### src/verilog/iobdp_pkg.sv
package iobdp_pkg;
  localparam int WORD_W = 16;
  localparam int SW_W   = 5;
  localparam int CODE_W = 6;
  localparam logic [15:0] WORD_RST = 16'h0000;
  localparam logic [15:0] BUS_IDLE = 16'h0000;
  localparam logic [15:0] OE_ALL   = 16'hFFFF;
  localparam logic [15:0] OE_CODE  = 16'h003F;

  typedef enum logic [1:0] {
    IOBDP_HOLD  = 2'b00,
    IOBDP_LOAD  = 2'b01,
    IOBDP_LEFT  = 2'b10,
    IOBDP_RIGHT = 2'b11
  } iobdp_op_e;

  typedef struct packed {
    iobdp_op_e   op;
    logic        ser_in;
    logic [15:0] par_in;
  } iobdp_ctl_s;
endpackage

### src/verilog/iobdp_top.sv
`timescale 1ns/10ps
// Data path between the expansion bus and the peripheral logic.
// Bus data lines are open drain style: oe high pulls/drives the line.
module iobdp_top (
  input  wire logic                 clk_sys,
  input  wire logic                 rst,
  input  wire logic [4:0]           code_switch_array,
  input  wire logic [4:0]           upper_select_bits,
  input  wire logic                 lowest_select_bit,
  input  wire logic                 interrupt_acknowledge,
  input  wire logic                 int_priority_win,
  input  wire logic                 code_lsb_jumper,
  input  wire logic [15:0]          bus_data_in,
  output logic      [15:0]          bus_data_out,
  output logic      [15:0]          bus_data_oe,
  input  wire logic                 gate_in_reg,
  input  wire logic                 gate_direct,
  input  wire logic [15:0]          direct_data,
  input  wire logic                 out_load_from_bus,
  input  wire iobdp_pkg::iobdp_ctl_s in_ctl,
  input  wire iobdp_pkg::iobdp_ctl_s out_ctl,
  output logic      [15:0]          in_word,
  output logic      [15:0]          out_word,
  output logic                      in_ser_out,
  output logic                      out_ser_out,
  output logic                      primary_select,
  output logic                      secondary_select
);
  logic [15:0] in_word_reg;
  logic [15:0] out_word_reg;
  logic [15:0] bus_out_reg;
  logic [15:0] bus_oe_reg;
  logic        pri_reg;
  logic        sec_reg;
  logic [4:0]  dev_code;

  // Next register value for one control word
  function automatic logic [15:0] word_next(input logic [15:0] cur,
                                            input iobdp_pkg::iobdp_ctl_s c);
    case (c.op)
      iobdp_pkg::IOBDP_LOAD:  word_next = c.par_in;
      iobdp_pkg::IOBDP_LEFT:  word_next = {c.ser_in, cur[15:1]};
      iobdp_pkg::IOBDP_RIGHT: word_next = {cur[14:0], c.ser_in};
      default:                word_next = cur;
    endcase
  endfunction

  // Board select compare against the switch code
  function automatic logic code_match(input logic [4:0] sel,
                                      input logic [4:0] code);
    code_match = (sel == code);
  endfunction

  // Switch open reads high, so the pin level is the code bit
  assign dev_code = code_switch_array;

  always_ff @(posedge clk_sys) begin
    if (rst) begin
      in_word_reg <= iobdp_pkg::WORD_RST;
    end else begin
      in_word_reg <= word_next(in_word_reg, in_ctl);
    end
  end

  always_ff @(posedge clk_sys) begin
    if (rst) begin
      out_word_reg <= iobdp_pkg::WORD_RST;
    end else if (out_load_from_bus) begin
      out_word_reg <= bus_data_in;
    end else begin
      out_word_reg <= word_next(out_word_reg, out_ctl);
    end
  end

  // Bus drive: acknowledge code has priority over data gates
  always_ff @(posedge clk_sys) begin
    if (rst) begin
      bus_out_reg <= iobdp_pkg::BUS_IDLE;
      bus_oe_reg  <= iobdp_pkg::BUS_IDLE;
    end else if (interrupt_acknowledge && int_priority_win) begin
      bus_out_reg <= {10'h000, dev_code, code_lsb_jumper};
      bus_oe_reg  <= iobdp_pkg::OE_CODE;
    end else if (gate_in_reg) begin
      bus_out_reg <= word_next(in_word_reg, in_ctl);
      bus_oe_reg  <= iobdp_pkg::OE_ALL;
    end else if (gate_direct) begin
      bus_out_reg <= direct_data;
      bus_oe_reg  <= iobdp_pkg::OE_ALL;
    end else begin
      bus_out_reg <= iobdp_pkg::BUS_IDLE;
      bus_oe_reg  <= iobdp_pkg::BUS_IDLE;
    end
  end

  always_ff @(posedge clk_sys) begin
    if (rst) begin
      pri_reg <= 1'b0;
      sec_reg <= 1'b0;
    end else begin
      pri_reg <= code_match(upper_select_bits, dev_code) && !lowest_select_bit;
      sec_reg <= code_match(upper_select_bits, dev_code) && lowest_select_bit;
    end
  end

  assign in_word          = in_word_reg;
  assign out_word         = out_word_reg;
  assign in_ser_out       = in_word_reg[0];
  assign out_ser_out      = out_word_reg[0];
  assign bus_data_out     = bus_out_reg;
  assign bus_data_oe      = bus_oe_reg;
  assign primary_select   = pri_reg;
  assign secondary_select = sec_reg;

  property p_sel_excl;
    @(posedge clk_sys) disable iff (rst) !(primary_select && secondary_select);
  endproperty
  a_sel_excl: assert property (p_sel_excl) else $error("both selects");

  property p_pri;
    @(posedge clk_sys) disable iff (rst)
      (upper_select_bits == code_switch_array && !lowest_select_bit) |=> primary_select;
  endproperty
  a_pri: assert property (p_pri) else $error("primary select missed");

  property p_sec;
    @(posedge clk_sys) disable iff (rst)
      (upper_select_bits == code_switch_array && lowest_select_bit) |=> secondary_select;
  endproperty
  a_sec: assert property (p_sec) else $error("secondary select missed");

  property p_interrupt_acknowledge;
    @(posedge clk_sys) disable iff (rst) (interrupt_acknowledge && int_priority_win)
      |=> bus_data_oe == 16'h003F && bus_data_out[5:1] == $past(code_switch_array);
  endproperty
  a_interrupt_acknowledge: assert property (p_interrupt_acknowledge) else $error("device code not driven");

  property p_gate;
    @(posedge clk_sys) disable iff (rst)
      !$past(gate_in_reg || gate_direct || interrupt_acknowledge) |-> bus_data_oe == 16'h0000;
  endproperty
  a_gate: assert property (p_gate) else $error("bus driven without gate");

  property p_direct;
    @(posedge clk_sys) disable iff (rst)
      (gate_direct && !gate_in_reg && !interrupt_acknowledge) |=>
        bus_data_out == $past(direct_data);
  endproperty
  a_direct: assert property (p_direct) else $error("direct data wrong");

  property p_left;
    @(posedge clk_sys) disable iff (rst)
      (in_ctl.op == iobdp_pkg::IOBDP_LEFT) |=>
        in_word[14:0] == $past(in_word[15:1]) && in_word[15] == $past(in_ctl.ser_in);
  endproperty
  a_left: assert property (p_left) else $error("left shift wrong");

  property p_right;
    @(posedge clk_sys) disable iff (rst)
      (out_ctl.op == iobdp_pkg::IOBDP_RIGHT && !out_load_from_bus) |=>
        out_word[15:1] == $past(out_word[14:0]);
  endproperty
  a_right: assert property (p_right) else $error("right shift wrong");

  property p_load;
    @(posedge clk_sys) disable iff (rst)
      (in_ctl.op == iobdp_pkg::IOBDP_LOAD) |=> in_word == $past(in_ctl.par_in);
  endproperty
  a_load: assert property (p_load) else $error("parallel load wrong");

  property p_hold;
    @(posedge clk_sys) disable iff (rst)
      (out_ctl.op == iobdp_pkg::IOBDP_HOLD && !out_load_from_bus) |=> $stable(out_word);
  endproperty
  a_hold: assert property (p_hold) else $error("output word changed");

  property p_rst_clear;
    @(posedge clk_sys) rst |=>
      in_word == iobdp_pkg::WORD_RST && out_word == iobdp_pkg::WORD_RST &&
      bus_data_oe == iobdp_pkg::BUS_IDLE;
  endproperty
  a_rst_clear: assert property (p_rst_clear) else $error("reset state wrong");

  property p_in_hold;
    @(posedge clk_sys) disable iff (rst)
      (in_ctl.op == iobdp_pkg::IOBDP_HOLD) |=> $stable(in_word);
  endproperty
  a_in_hold: assert property (p_in_hold) else $error("input word changed");

  property p_in_right;
    @(posedge clk_sys) disable iff (rst)
      (in_ctl.op == iobdp_pkg::IOBDP_RIGHT) |=>
        in_word[15:1] == $past(in_word[14:0]) && in_word[0] == $past(in_ctl.ser_in);
  endproperty
  a_in_right: assert property (p_in_right) else $error("input right shift wrong");

  property p_out_left;
    @(posedge clk_sys) disable iff (rst)
      (out_ctl.op == iobdp_pkg::IOBDP_LEFT && !out_load_from_bus) |=>
        out_word[14:0] == $past(out_word[15:1]) && out_word[15] == $past(out_ctl.ser_in);
  endproperty
  a_out_left: assert property (p_out_left) else $error("output left shift wrong");

  property p_ser_out;
    @(posedge clk_sys) disable iff (rst)
      (in_ctl.op == iobdp_pkg::IOBDP_LEFT) |=> in_ser_out == $past(in_word[1]);
  endproperty
  a_ser_out: assert property (p_ser_out) else $error("serial out bit wrong");

  property p_out_load;
    @(posedge clk_sys) disable iff (rst)
      (out_ctl.op == iobdp_pkg::IOBDP_LOAD && !out_load_from_bus) |=>
        out_word == $past(out_ctl.par_in);
  endproperty
  a_out_load: assert property (p_out_load) else $error("output load wrong");

  property p_bus_load;
    @(posedge clk_sys) disable iff (rst)
      out_load_from_bus |=> out_word == $past(bus_data_in);
  endproperty
  a_bus_load: assert property (p_bus_load) else $error("bus word not taken");

  property p_gate_in;
    @(posedge clk_sys) disable iff (rst)
      (gate_in_reg && !(interrupt_acknowledge && int_priority_win)) |=>
        bus_data_oe == iobdp_pkg::OE_ALL && bus_data_out == in_word;
  endproperty
  a_gate_in: assert property (p_gate_in) else $error("input word not on bus");

  property p_no_sel;
    @(posedge clk_sys) disable iff (rst)
      (upper_select_bits != code_switch_array) |=>
        !primary_select && !secondary_select;
  endproperty
  a_no_sel: assert property (p_no_sel) else $error("select without match");

  property p_interrupt_acknowledge_lsb;
    @(posedge clk_sys) disable iff (rst)
      (interrupt_acknowledge && int_priority_win) |=>
        bus_data_out[0] == $past(code_lsb_jumper) && bus_data_out[15:6] == 10'h000;
  endproperty
  a_interrupt_acknowledge_lsb: assert property (p_interrupt_acknowledge_lsb) else $error("code low bit wrong");
endmodule

### config.mk
export PLATFORM = sky130hd
export DESIGN_NAME = iobdp_top
export DESIGN_NICKNAME = d
export VERILOG_FILES = /design/src/verilog/iobdp_pkg.sv /design/src/verilog/iobdp_top.sv
export SDC_FILE = /design/constraint.sdc
export NUM_CORES = 1
export LEC_CHECK = 0
export BUFFER_PORTS_ARGS = -buffer_cell sky130_fd_sc_hd__buf_2
export CORE_ASPECT_RATIO = 0.6
export CORE_UTILIZATION = 44
export DETAILED_ROUTE_END_ITERATION = 7
export PLACE_DENSITY = 0.8
export SYNTH_ARGS = -nofsm -noshare
export SYNTH_HDL_FRONTEND = slang
export SYNTH_SLANG_ARGS = --single-unit
### constraint.sdc
create_clock -name clk_sys -period 1.8 [get_ports clk_sys]
set_input_delay 0.36 -clock clk_sys [delete_from_list [all_inputs] [get_ports clk_sys]]
set_output_delay 0.36 -clock clk_sys [all_outputs]
set_load 0.02 [all_outputs]
==> results of run 1 <==
## layout by cell type (no fill, tap or decap), types with 2 or more instances in the layout
cell type,count
buf_2,156
dfxtp_1,52
nor2_1,40
mux2_2,35
nand2_1,24
o221ai_1,14
a211oi_1,14
a21oi_1,13
a22oi_1,10
nor3_1,10
buf_4,10
and2_1,8
clkbuf_8,7
mux4_2,5
and3_1,5
a221o_1,5
xnor2_1,4
mux2i_1,3
nor2b_1,2
inv_1,2
clkinv_1,2
nand2b_1,2
a2111oi_2,2
## logic make-up (layout without fill, tap and decap cells)
group	after synthesis	count (layout)	synth area share
compound gates	60	60	0.1668
xor+xnor	5	5	0.01574
buf+inv	40	178	0.08543
flops	52	52	0.3741
mux	44	44	0.2023
simple gates	96	96	0.1556
## worst max-delay path: stages
cell	delay [ns]
buf_2	0.17
buf_4	0.21
nor2b_1	0.59
a22oi_1	0.17
a21oi_1	0.19
## power by group through the flow
stage,combinational [uW],sequential (uW),clock [uW]
after floorplan,380,1400,0
final,713,1290,885
after detailed placement,710,1320,0
after global placement,702,1320,0
after CTS,712,1290,905
after global routing,773,1310,958
## layout make-up
cell class | instances | share of cell area
timing repair buffer | 166 | 0.2346
inverter | 4 | 0.004117
sequential | 52 | 0.2854
clock buffer | 7 | 0.02642
tap | 84 | 0.02882
multi-input combinational | 205 | 0.4123
clock inverter | 1 | 0.008233
## final timing paths
path                          start          endpoint  slack (ns)  depth (start not counted)
setup / recovery         in_ctl[17]  bus_data_out[14]        0.34                          5
hold / removal    lowest_select_bit    primary_select        0.21                          2
setup reg to reg         in_word[0]   bus_data_out[0]        0.38                          3
hold reg to reg         out_word[3]       out_word[3]        0.54                          2
## stage by stage
stage                     cell area, um2  power (uW)  setup WS, ns
after floorplan                     2783        1782        0.2810
after global placement              3521        2019       0.09294
after detailed placement            3521        2030       0.04617
after CTS                           3647        2911        0.3750
after global routing                3647        3036        0.2004
final                               3647        2892        0.3405
## layer usage
metal  wire (um)  up-vias  GRT usage
li1            -     1342          -
met1        3709     1310     0.3414
met2        3634      131     0.4040
met3         644        7    0.05487
met4          63        0    0.06162
met5           0        -          0
==> run metrics, run 1 <==
status=finished clean; cts repair resizes=0; Initial Util=0.4554; CP Launch Type=primary input; Fmax=685.2 MHz; GRT Total Usage=0.2506; DR iter-0 viols=between 150 and 200; clk slew on worst S/H paths=0.10 ns; HP Class=primary input to flop; sequential cell area=about 1000 um2; Worst Clk Skew=a little under 0.004 ns; fillers=between 500 and 600; CORE AREA=between 6000 and 7000 um2; H-tree Lvls=2; IO Count=~160; Int Pwr=~2000 uW; period utilisation layout=0.8108; Yosys Warn Count=0; final wirelength=about 8.1 mm; Max Slew Vio Count=0; first-pass GRT wire length=13.25 mm; worst-margin pin slew=0.7394 ns; CTS tree=yes; CP endpoint kind=flop; drt drc=0; RSZ-0062 raised after global routing=no; Max IR drop VDD=~350 uV; Congestion Overflow GR=0; Final Non-Filler Cells=~520; synthesized cell area=roughly 2800 um2; utilization after layout=0.5968; count of final setup violators=0; Synth top area share=0.3741; clk sinks=52; synth unique cells=34; dpl cells=between 500 and 600; Lkg Pwr=0.001777 uW; Vias/cell=5.376; largest net degree at the start of global routing=17; clock latency at the later pin of the worst-skew pair=roughly 0.31 ns; Clock power frac=0.306; CP Max Fanout=14; vias in the first global route=approximately 2700; Post-synth ARST share=0; CP Data Required Time=approximately 2 ns; Post-synth top cells=dfxtp_1, nor2_1, mux2_2, nand2_1, buf_4; post-layout min period=about 1.5 ns; setup_tns=0 ns; sequential area share after synthesis=0.3741; Area Overhead vs Synth=31.07%; ANT cells=0; Power Dens Cells=about 790 nW/um2; Die Area=approximately 6700 um2; height of the die=approximately 64 um; Hold Buf Count CTS=0; Die Width=between 100 and 150 um; MaxCap Viol Count=0; Root Driver=clkbuf_8; Switching Share=0.2951; Synth area leader=dfxtp_1; Post-DP HPWL=approximately 6.3 mm; ys flop type=dfxtp_1; initial antenna violation count=0; worst path arrival time=about 1.7 ns; Avg Cell Area, Syn=9.369 um2; Yosys reg bits=between 50 and 60; number of synthesized flops with an enable pin=0; count leader, synth=dfxtp_1; multi-input logic area=roughly 1500 um2; Setup Fix Bufs, Post-CTS=0; CTS buffer count=5; critical setup path kind=primary input to flop; GPL Wtd Cong=approximately 0.94; Hold WS=0.2119 ns; via count=roughly 2800; fraction of layout cells with a size suffix above 1=0.4989; Psw=approximately 850 uW; top cells by area, synth=dfxtp_1, mux2_2, nor2_1; Mapped Cells=297; antenna-violating nets left=0; # port buffers=156; combinational power share=0.246; clock buffer depth=2; Seq pwr share=0.448; First-pass DRT Iterations=4; final hold vios=0; Syn Nets=~390; wire per inst=around 16 um; Max-slew headroom=0.5061; Core Rows=22; Nets=523
Note: power is estimated with default switching activity, not from simulation.
==> inputs of run 2 (changes only) <==
- clock period: 1.8 -> 1.5 ns (I/O delays scaled with it)
==> run 2 against run 1 <==
  * Clock-buffer cell count shrank 1
  * Worst hold slack lost 0.044 ns
  * Power grew 17%
  * Critical path depth shrank 2
  * Critical path type is now flop to flop
  * Via count grew 0.54%
  * Register-to-register slack lost 0.30 ns
  * Die area is the same
  * Non-clock buffer count grew 8
  * Cell count grew 1.5%
  * Clock skew grew 0.0014 ns
  * Core utilization grew 1.5 points
==> run metrics, run 2 (synthesized netlist as in run 1, its figures left out) <==
status=finished clean; setup_tns=0 ns (unchanged); First-pass DRT Iterations=4 (unchanged); Max IR drop VDD=472.0 uV (+36%); final hold vios=0 (unchanged); CP Max Fanout=4 (-10); CP Data Required Time=1.69 ns (-0.34 ns); post-layout min period=1.424 ns; Die Area=6657 um2 (unchanged); cts repair resizes=0 (unchanged); drt drc=0 (unchanged); clock latency at the later pin of the worst-skew pair=0.29 ns (-0.02 ns); worst path arrival time=1.61 ns (-0.08 ns); GRT Total Usage=0.2539 (+0.003324); Nets=531 (+1.5%); period utilisation layout=0.9494; CP Launch Type=flop; pre-CTS setup slack=-0.2137 ns (-0.2599 ns); via count=2805 (+0.54%); largest net degree at the start of global routing=17 (unchanged); CTS buffer count=5 (unchanged); clk sinks=52 (unchanged); # port buffers=156 (unchanged); CP endpoint kind=flop; Setup Fix Bufs, Post-CTS=0 (unchanged); Final Non-Filler Cells=527 (+1.5%); first-pass GRT wire length=13.48 mm (+1.8%); IO Count=157 (unchanged); most frequent cells in the layout=buf_2, dfxtp_1, nor2_1; Root Driver=clkbuf_8; Worst Setup Slack, final=0.07593 ns (-0.2646 ns); fillers=563 (+2.7%); Post-DP HPWL=6.563 mm (+4.0%); final wirelength=8.275 mm (+2.8%); RSZ-0062 raised after global routing=no; CORE AREA=6111 um2 (unchanged); Fmax=about 700 MHz; multi-input logic area=1504 um2 (unchanged); dpl cells=519 (+1.6%); Die Width=104.7 um (unchanged); Vias/cell=5.323 (-0.99%); sequential cell area=1041 um2 (unchanged); vias in the first global route=2685 (+0.90%); min-delay src=lowest_select_bit; fraction of layout cells with a size suffix above 1=0.5056 (+0.006793); most common cell after layout, fill and taps aside=buf_2; Max-slew headroom=0.4937 (-0.01235); depth of the worst register-to-register path=3 (unchanged); critical setup path kind=flop to flop; Core Rows=22 (unchanged); DR iter-0 viols=131 (-30%); Crit. Startpoint=in_word[1]; Area Overhead vs Synth=34.35%; Lkg Pwr=0.001823 uW (+2.5%); HP Class=primary input to flop; Hold Buf Count CTS=0 (unchanged); H-tree Lvls=2 (unchanged); CTS tree=yes; GPL Wtd Cong=0.9085 (-3.4%); Tot Pwr=3391 uW (+17%); Worst Clk Skew=0.005348 ns (+0.001404 ns); wire per inst=15.70 um (+1.2%); initial antenna violation count=0 (unchanged); Max Slew Vio Count=0 (unchanged); count of final setup violators=0 (unchanged); utilization after layout=0.6118 (+0.01495); antenna-violating nets left=0 (unchanged); Initial Util=0.4554 (unchanged); Hold Path Stages=2 (unchanged); worst-margin pin slew=0.7579 ns (+0.01849 ns); MaxCap Viol Count=0 (unchanged); clk slew on worst S/H paths=0.09 ns (about the same); RR Startpoint=in_word[1]; clock buffer depth=2 (unchanged); Power Dens Cells=907.1 nW/um2 (+14%); height of the die=63.60 um (unchanged); ANT cells=0 (unchanged); Congestion Overflow GR=0 (unchanged)
[run 2: changes by cell type in the layout (fill, tap and decap cells not counted), sizes merged]
| cell | change |
|---|---|
| clkinv | +1 |
| buf | +8 |
| clkbuf | -1 |
[run 2: worst paths after layout]
| kind | slack, ns | endpoint |
|---|---|---|
| worst max register to register | 0.08 | bus_data_out[0] |
| worst max-delay path | 0.08 | bus_data_out[0] |
| worst min register to register | 0.55 | out_word[8] |
| worst min-delay path | 0.17 | primary_select |
[run 2: power by group]
part	switching, uW	internal, uW
registers	81.3	1470
clock network	451	496
logic	478	411
total	1010	2380
[run 2: area by class of cell]
class                      instances  area share
tap                               84     0.02811
inverter                           4    0.004016
clock buffer                       6     0.01941
clock inverter                     2    0.009371
sequential                        52      0.2784
timing repair buffer             174      0.2584
multi-input combinational        205      0.4023
[run 2: stage by stage]
step	hold WS [ns]	area (um2)
final	0.1677	3739
after global routing	0.1838	3739
after CTS	0.1600	3739
after detailed placement	0.4805	3631
after global placement	0.4758	3631
after floorplan	0.3781	2783
[run 2: per-layer routing]
metal / routed length [um] / GRT usage / vias to the layer above
li1: - / - / 1356
met1: 3870 / 0.3459 / 1307
met2: 3761 / 0.4180 / 132
met3: 566 / 0.05072 / 10
met4: 77 / 0.05282 / 0
met5: 0 / 0 / -
[run 2: critical path, stage by stage, from the launching register on]
cell and delay, ns:
dfxtp_1 0.35, mux4_1 0.51, and3_1 0.21, a221o_1 0.26
==> inputs of run 3 (changes only) <==
- CAP_MARGIN: default -> 20
- CORE_MARGIN: default -> 5
- TNS_END_PERCENT: default -> 20
==> run 3 against run 2 <==
  * Power up 0.59%
  * Cell count down 0.57%
  * Sequential cell count unchanged
  * Combinational power is essentially flat
  * Fmax barely moved
  * Clock skew fell by 0.0013 ns
  * Global-route usage decreased by 3.9 points
  * Sequential power about the same
  * Highest routed layer unchanged
==> run metrics, run 3 (synthesized netlist as in run 1, its figures left out) <==
CP Data Required Time=1.70 ns (about the same); Lkg Pwr=0.001805 uW (-0.99%); min-delay src=lowest_select_bit; Initial Util=0.4533 (-0.002042); clock buffer depth=2 (unchanged); Power Dens Cells=919.6 nW/um2 (+1.4%); critical setup path kind=flop to flop; Hold Path Stages=2 (unchanged); most frequent cells in the layout=buf_2, dfxtp_1, nor2_1; Congestion Overflow GR=0 (unchanged); multi-input logic area=1506 um2 (+0.17%); ANT cells=0 (unchanged); CTS tree=yes; Fmax=702.9 MHz (about the same); initial antenna violation count=0 (unchanged); First-pass DRT Iterations=5 (+1); worst-margin pin slew=0.4277 ns (-0.3302 ns); Post-DP HPWL=7.039 mm (+7.2%); Max IR drop VDD=599.6 uV (+27%); drt drc=0 (unchanged); RSZ-0062 raised after global routing=no; MaxCap Viol Count=0 (unchanged); pre-CTS setup slack=-0.2118 ns (+0.001919 ns); IO Count=157 (unchanged); Hold WS=0.1623 ns (-0.005342 ns); Worst Setup Slack, final=0.07723 ns (+0.001301 ns); clk sinks=52 (unchanged); period utilisation layout=0.9485 (about the same); Final Non-Filler Cells=524 (-0.57%); status=finished clean; most common cell after layout, fill and taps aside=buf_2; fillers=534 (-5.2%); wire per inst=16.84 um (+7.3%); CP Max Fanout=4 (unchanged); via count=2817 (+0.43%); Tot Pwr=3411 uW (+0.59%); Reg-to-Reg End=bus_data_out[0]; GPL Wtd Cong=0.9368 (+3.1%); GRT Total Usage=0.2147 (-0.03922); Core Rows=22 (unchanged); CTS buffer count=5 (unchanged); sequential cell area=1041 um2 (unchanged); Hold Buf Count CTS=0 (unchanged); depth of the worst register-to-register path=3 (unchanged); clk slew on worst S/H paths=0.09 ns (about the same); Die Area=8067 um2 (+21%); Max-slew headroom=0.7142 (+0.2205); CP endpoint kind=flop; worst path arrival time=1.62 ns (about the same); fraction of layout cells with a size suffix above 1=0.5068 (+0.001175); r2r setup slk=0.08 ns (about the same); Die Width=112.7 um (+7.6%); post-layout min period=1.423 ns (-0.001301 ns); final hold vios=0 (unchanged); dpl cells=516 (-0.58%); Worst Clk Skew=0.004042 ns (-0.001306 ns); largest net degree at the start of global routing=30 (+13); Nets=528 (-0.56%); clock latency at the later pin of the worst-skew pair=0.31 ns (+0.02 ns); CP Launch Type=flop; H-tree Lvls=2 (unchanged); final wirelength=8.825 mm (+6.6%); # port buffers=156 (unchanged); Vias/cell=5.376 (+1.0%); Area Overhead vs Synth=33.32%; HP Class=primary input to flop; DR iter-0 viols=169 (+29%); CORE AREA=6138 um2 (+0.45%); utilization after layout=0.6044 (-0.007432); Root Driver=clkbuf_8; count of final setup violators=0 (unchanged); RR Startpoint=in_word[0]; Hold EP=primary_select; first-pass GRT wire length=14.06 mm (+4.3%); Max Slew Vio Count=0 (unchanged); height of the die=71.60 um (+13%); antenna-violating nets left=0 (unchanged); vias in the first global route=2764 (+2.9%)
-- run 3: layout make-up --
class                   count  area share
flip-flops and latches     52      0.2806
well taps                  84     0.02833
clock inverters             3     0.01147
repair buffers            171      0.2509
multi-input cells         205      0.4061
inverters                   4    0.004047
clock buffers               5     0.01855
-- run 3: report_power, final --
group          switching (uW)  internal [uW]  total (uW)  leakage (uW)
registers                80.7           1470        1560      0.000429
logic                     483            403         886       0.00132
clock network             476            494         971     0.0000541
-- run 3: critical path, cell delays in order (launching register included) --
cell,delay [ns]
dfxtp_1,0.36
mux4_1,0.51
and3_1,0.19
a221o_1,0.26
-- run 3: worst max path at each step --
stage | from | endpoint | slack, ns | cells past startpoint
floorplan | in_ctl[17] | bus_data_out[2] | 0.04 | 4
global placement | in_ctl[17] | bus_data_out[0] | -0.14 | 4
detailed placement | in_ctl[17] | bus_data_out[0] | -0.21 | 4
CTS | in_word[0] | bus_data_out[0] | 0.07 | 3
global route | in_word[2] | bus_data_out[3] | 0.04 | 3
finish | in_word[0] | bus_data_out[0] | 0.08 | 3
-- run 3: what timing repair did --
action,in CTS,in global routing
setup buffers,0,0
endpoints found under the setup margin,0,7
gates resized for setup,0,1
-- run 3: layer usage --
metal	GRT usage	wire, um	up-vias
li1	-	-	1354
met1	0.3049	3875	1304
met2	0.3353	4004	152
met3	0.05232	884	7
met4	0.04133	61	0
met5	0	0	-
-- run 3: per-stage QoR --
stage,instance area (um2),setup TNS (ns)
6_report,3710,0
4_1_cts,3707,0
3_3_place_gp,3596,-1.610
3_5_place_dp,3596,-2.436
2_1_floorplan,2783,0
5_1_grt,3710,0
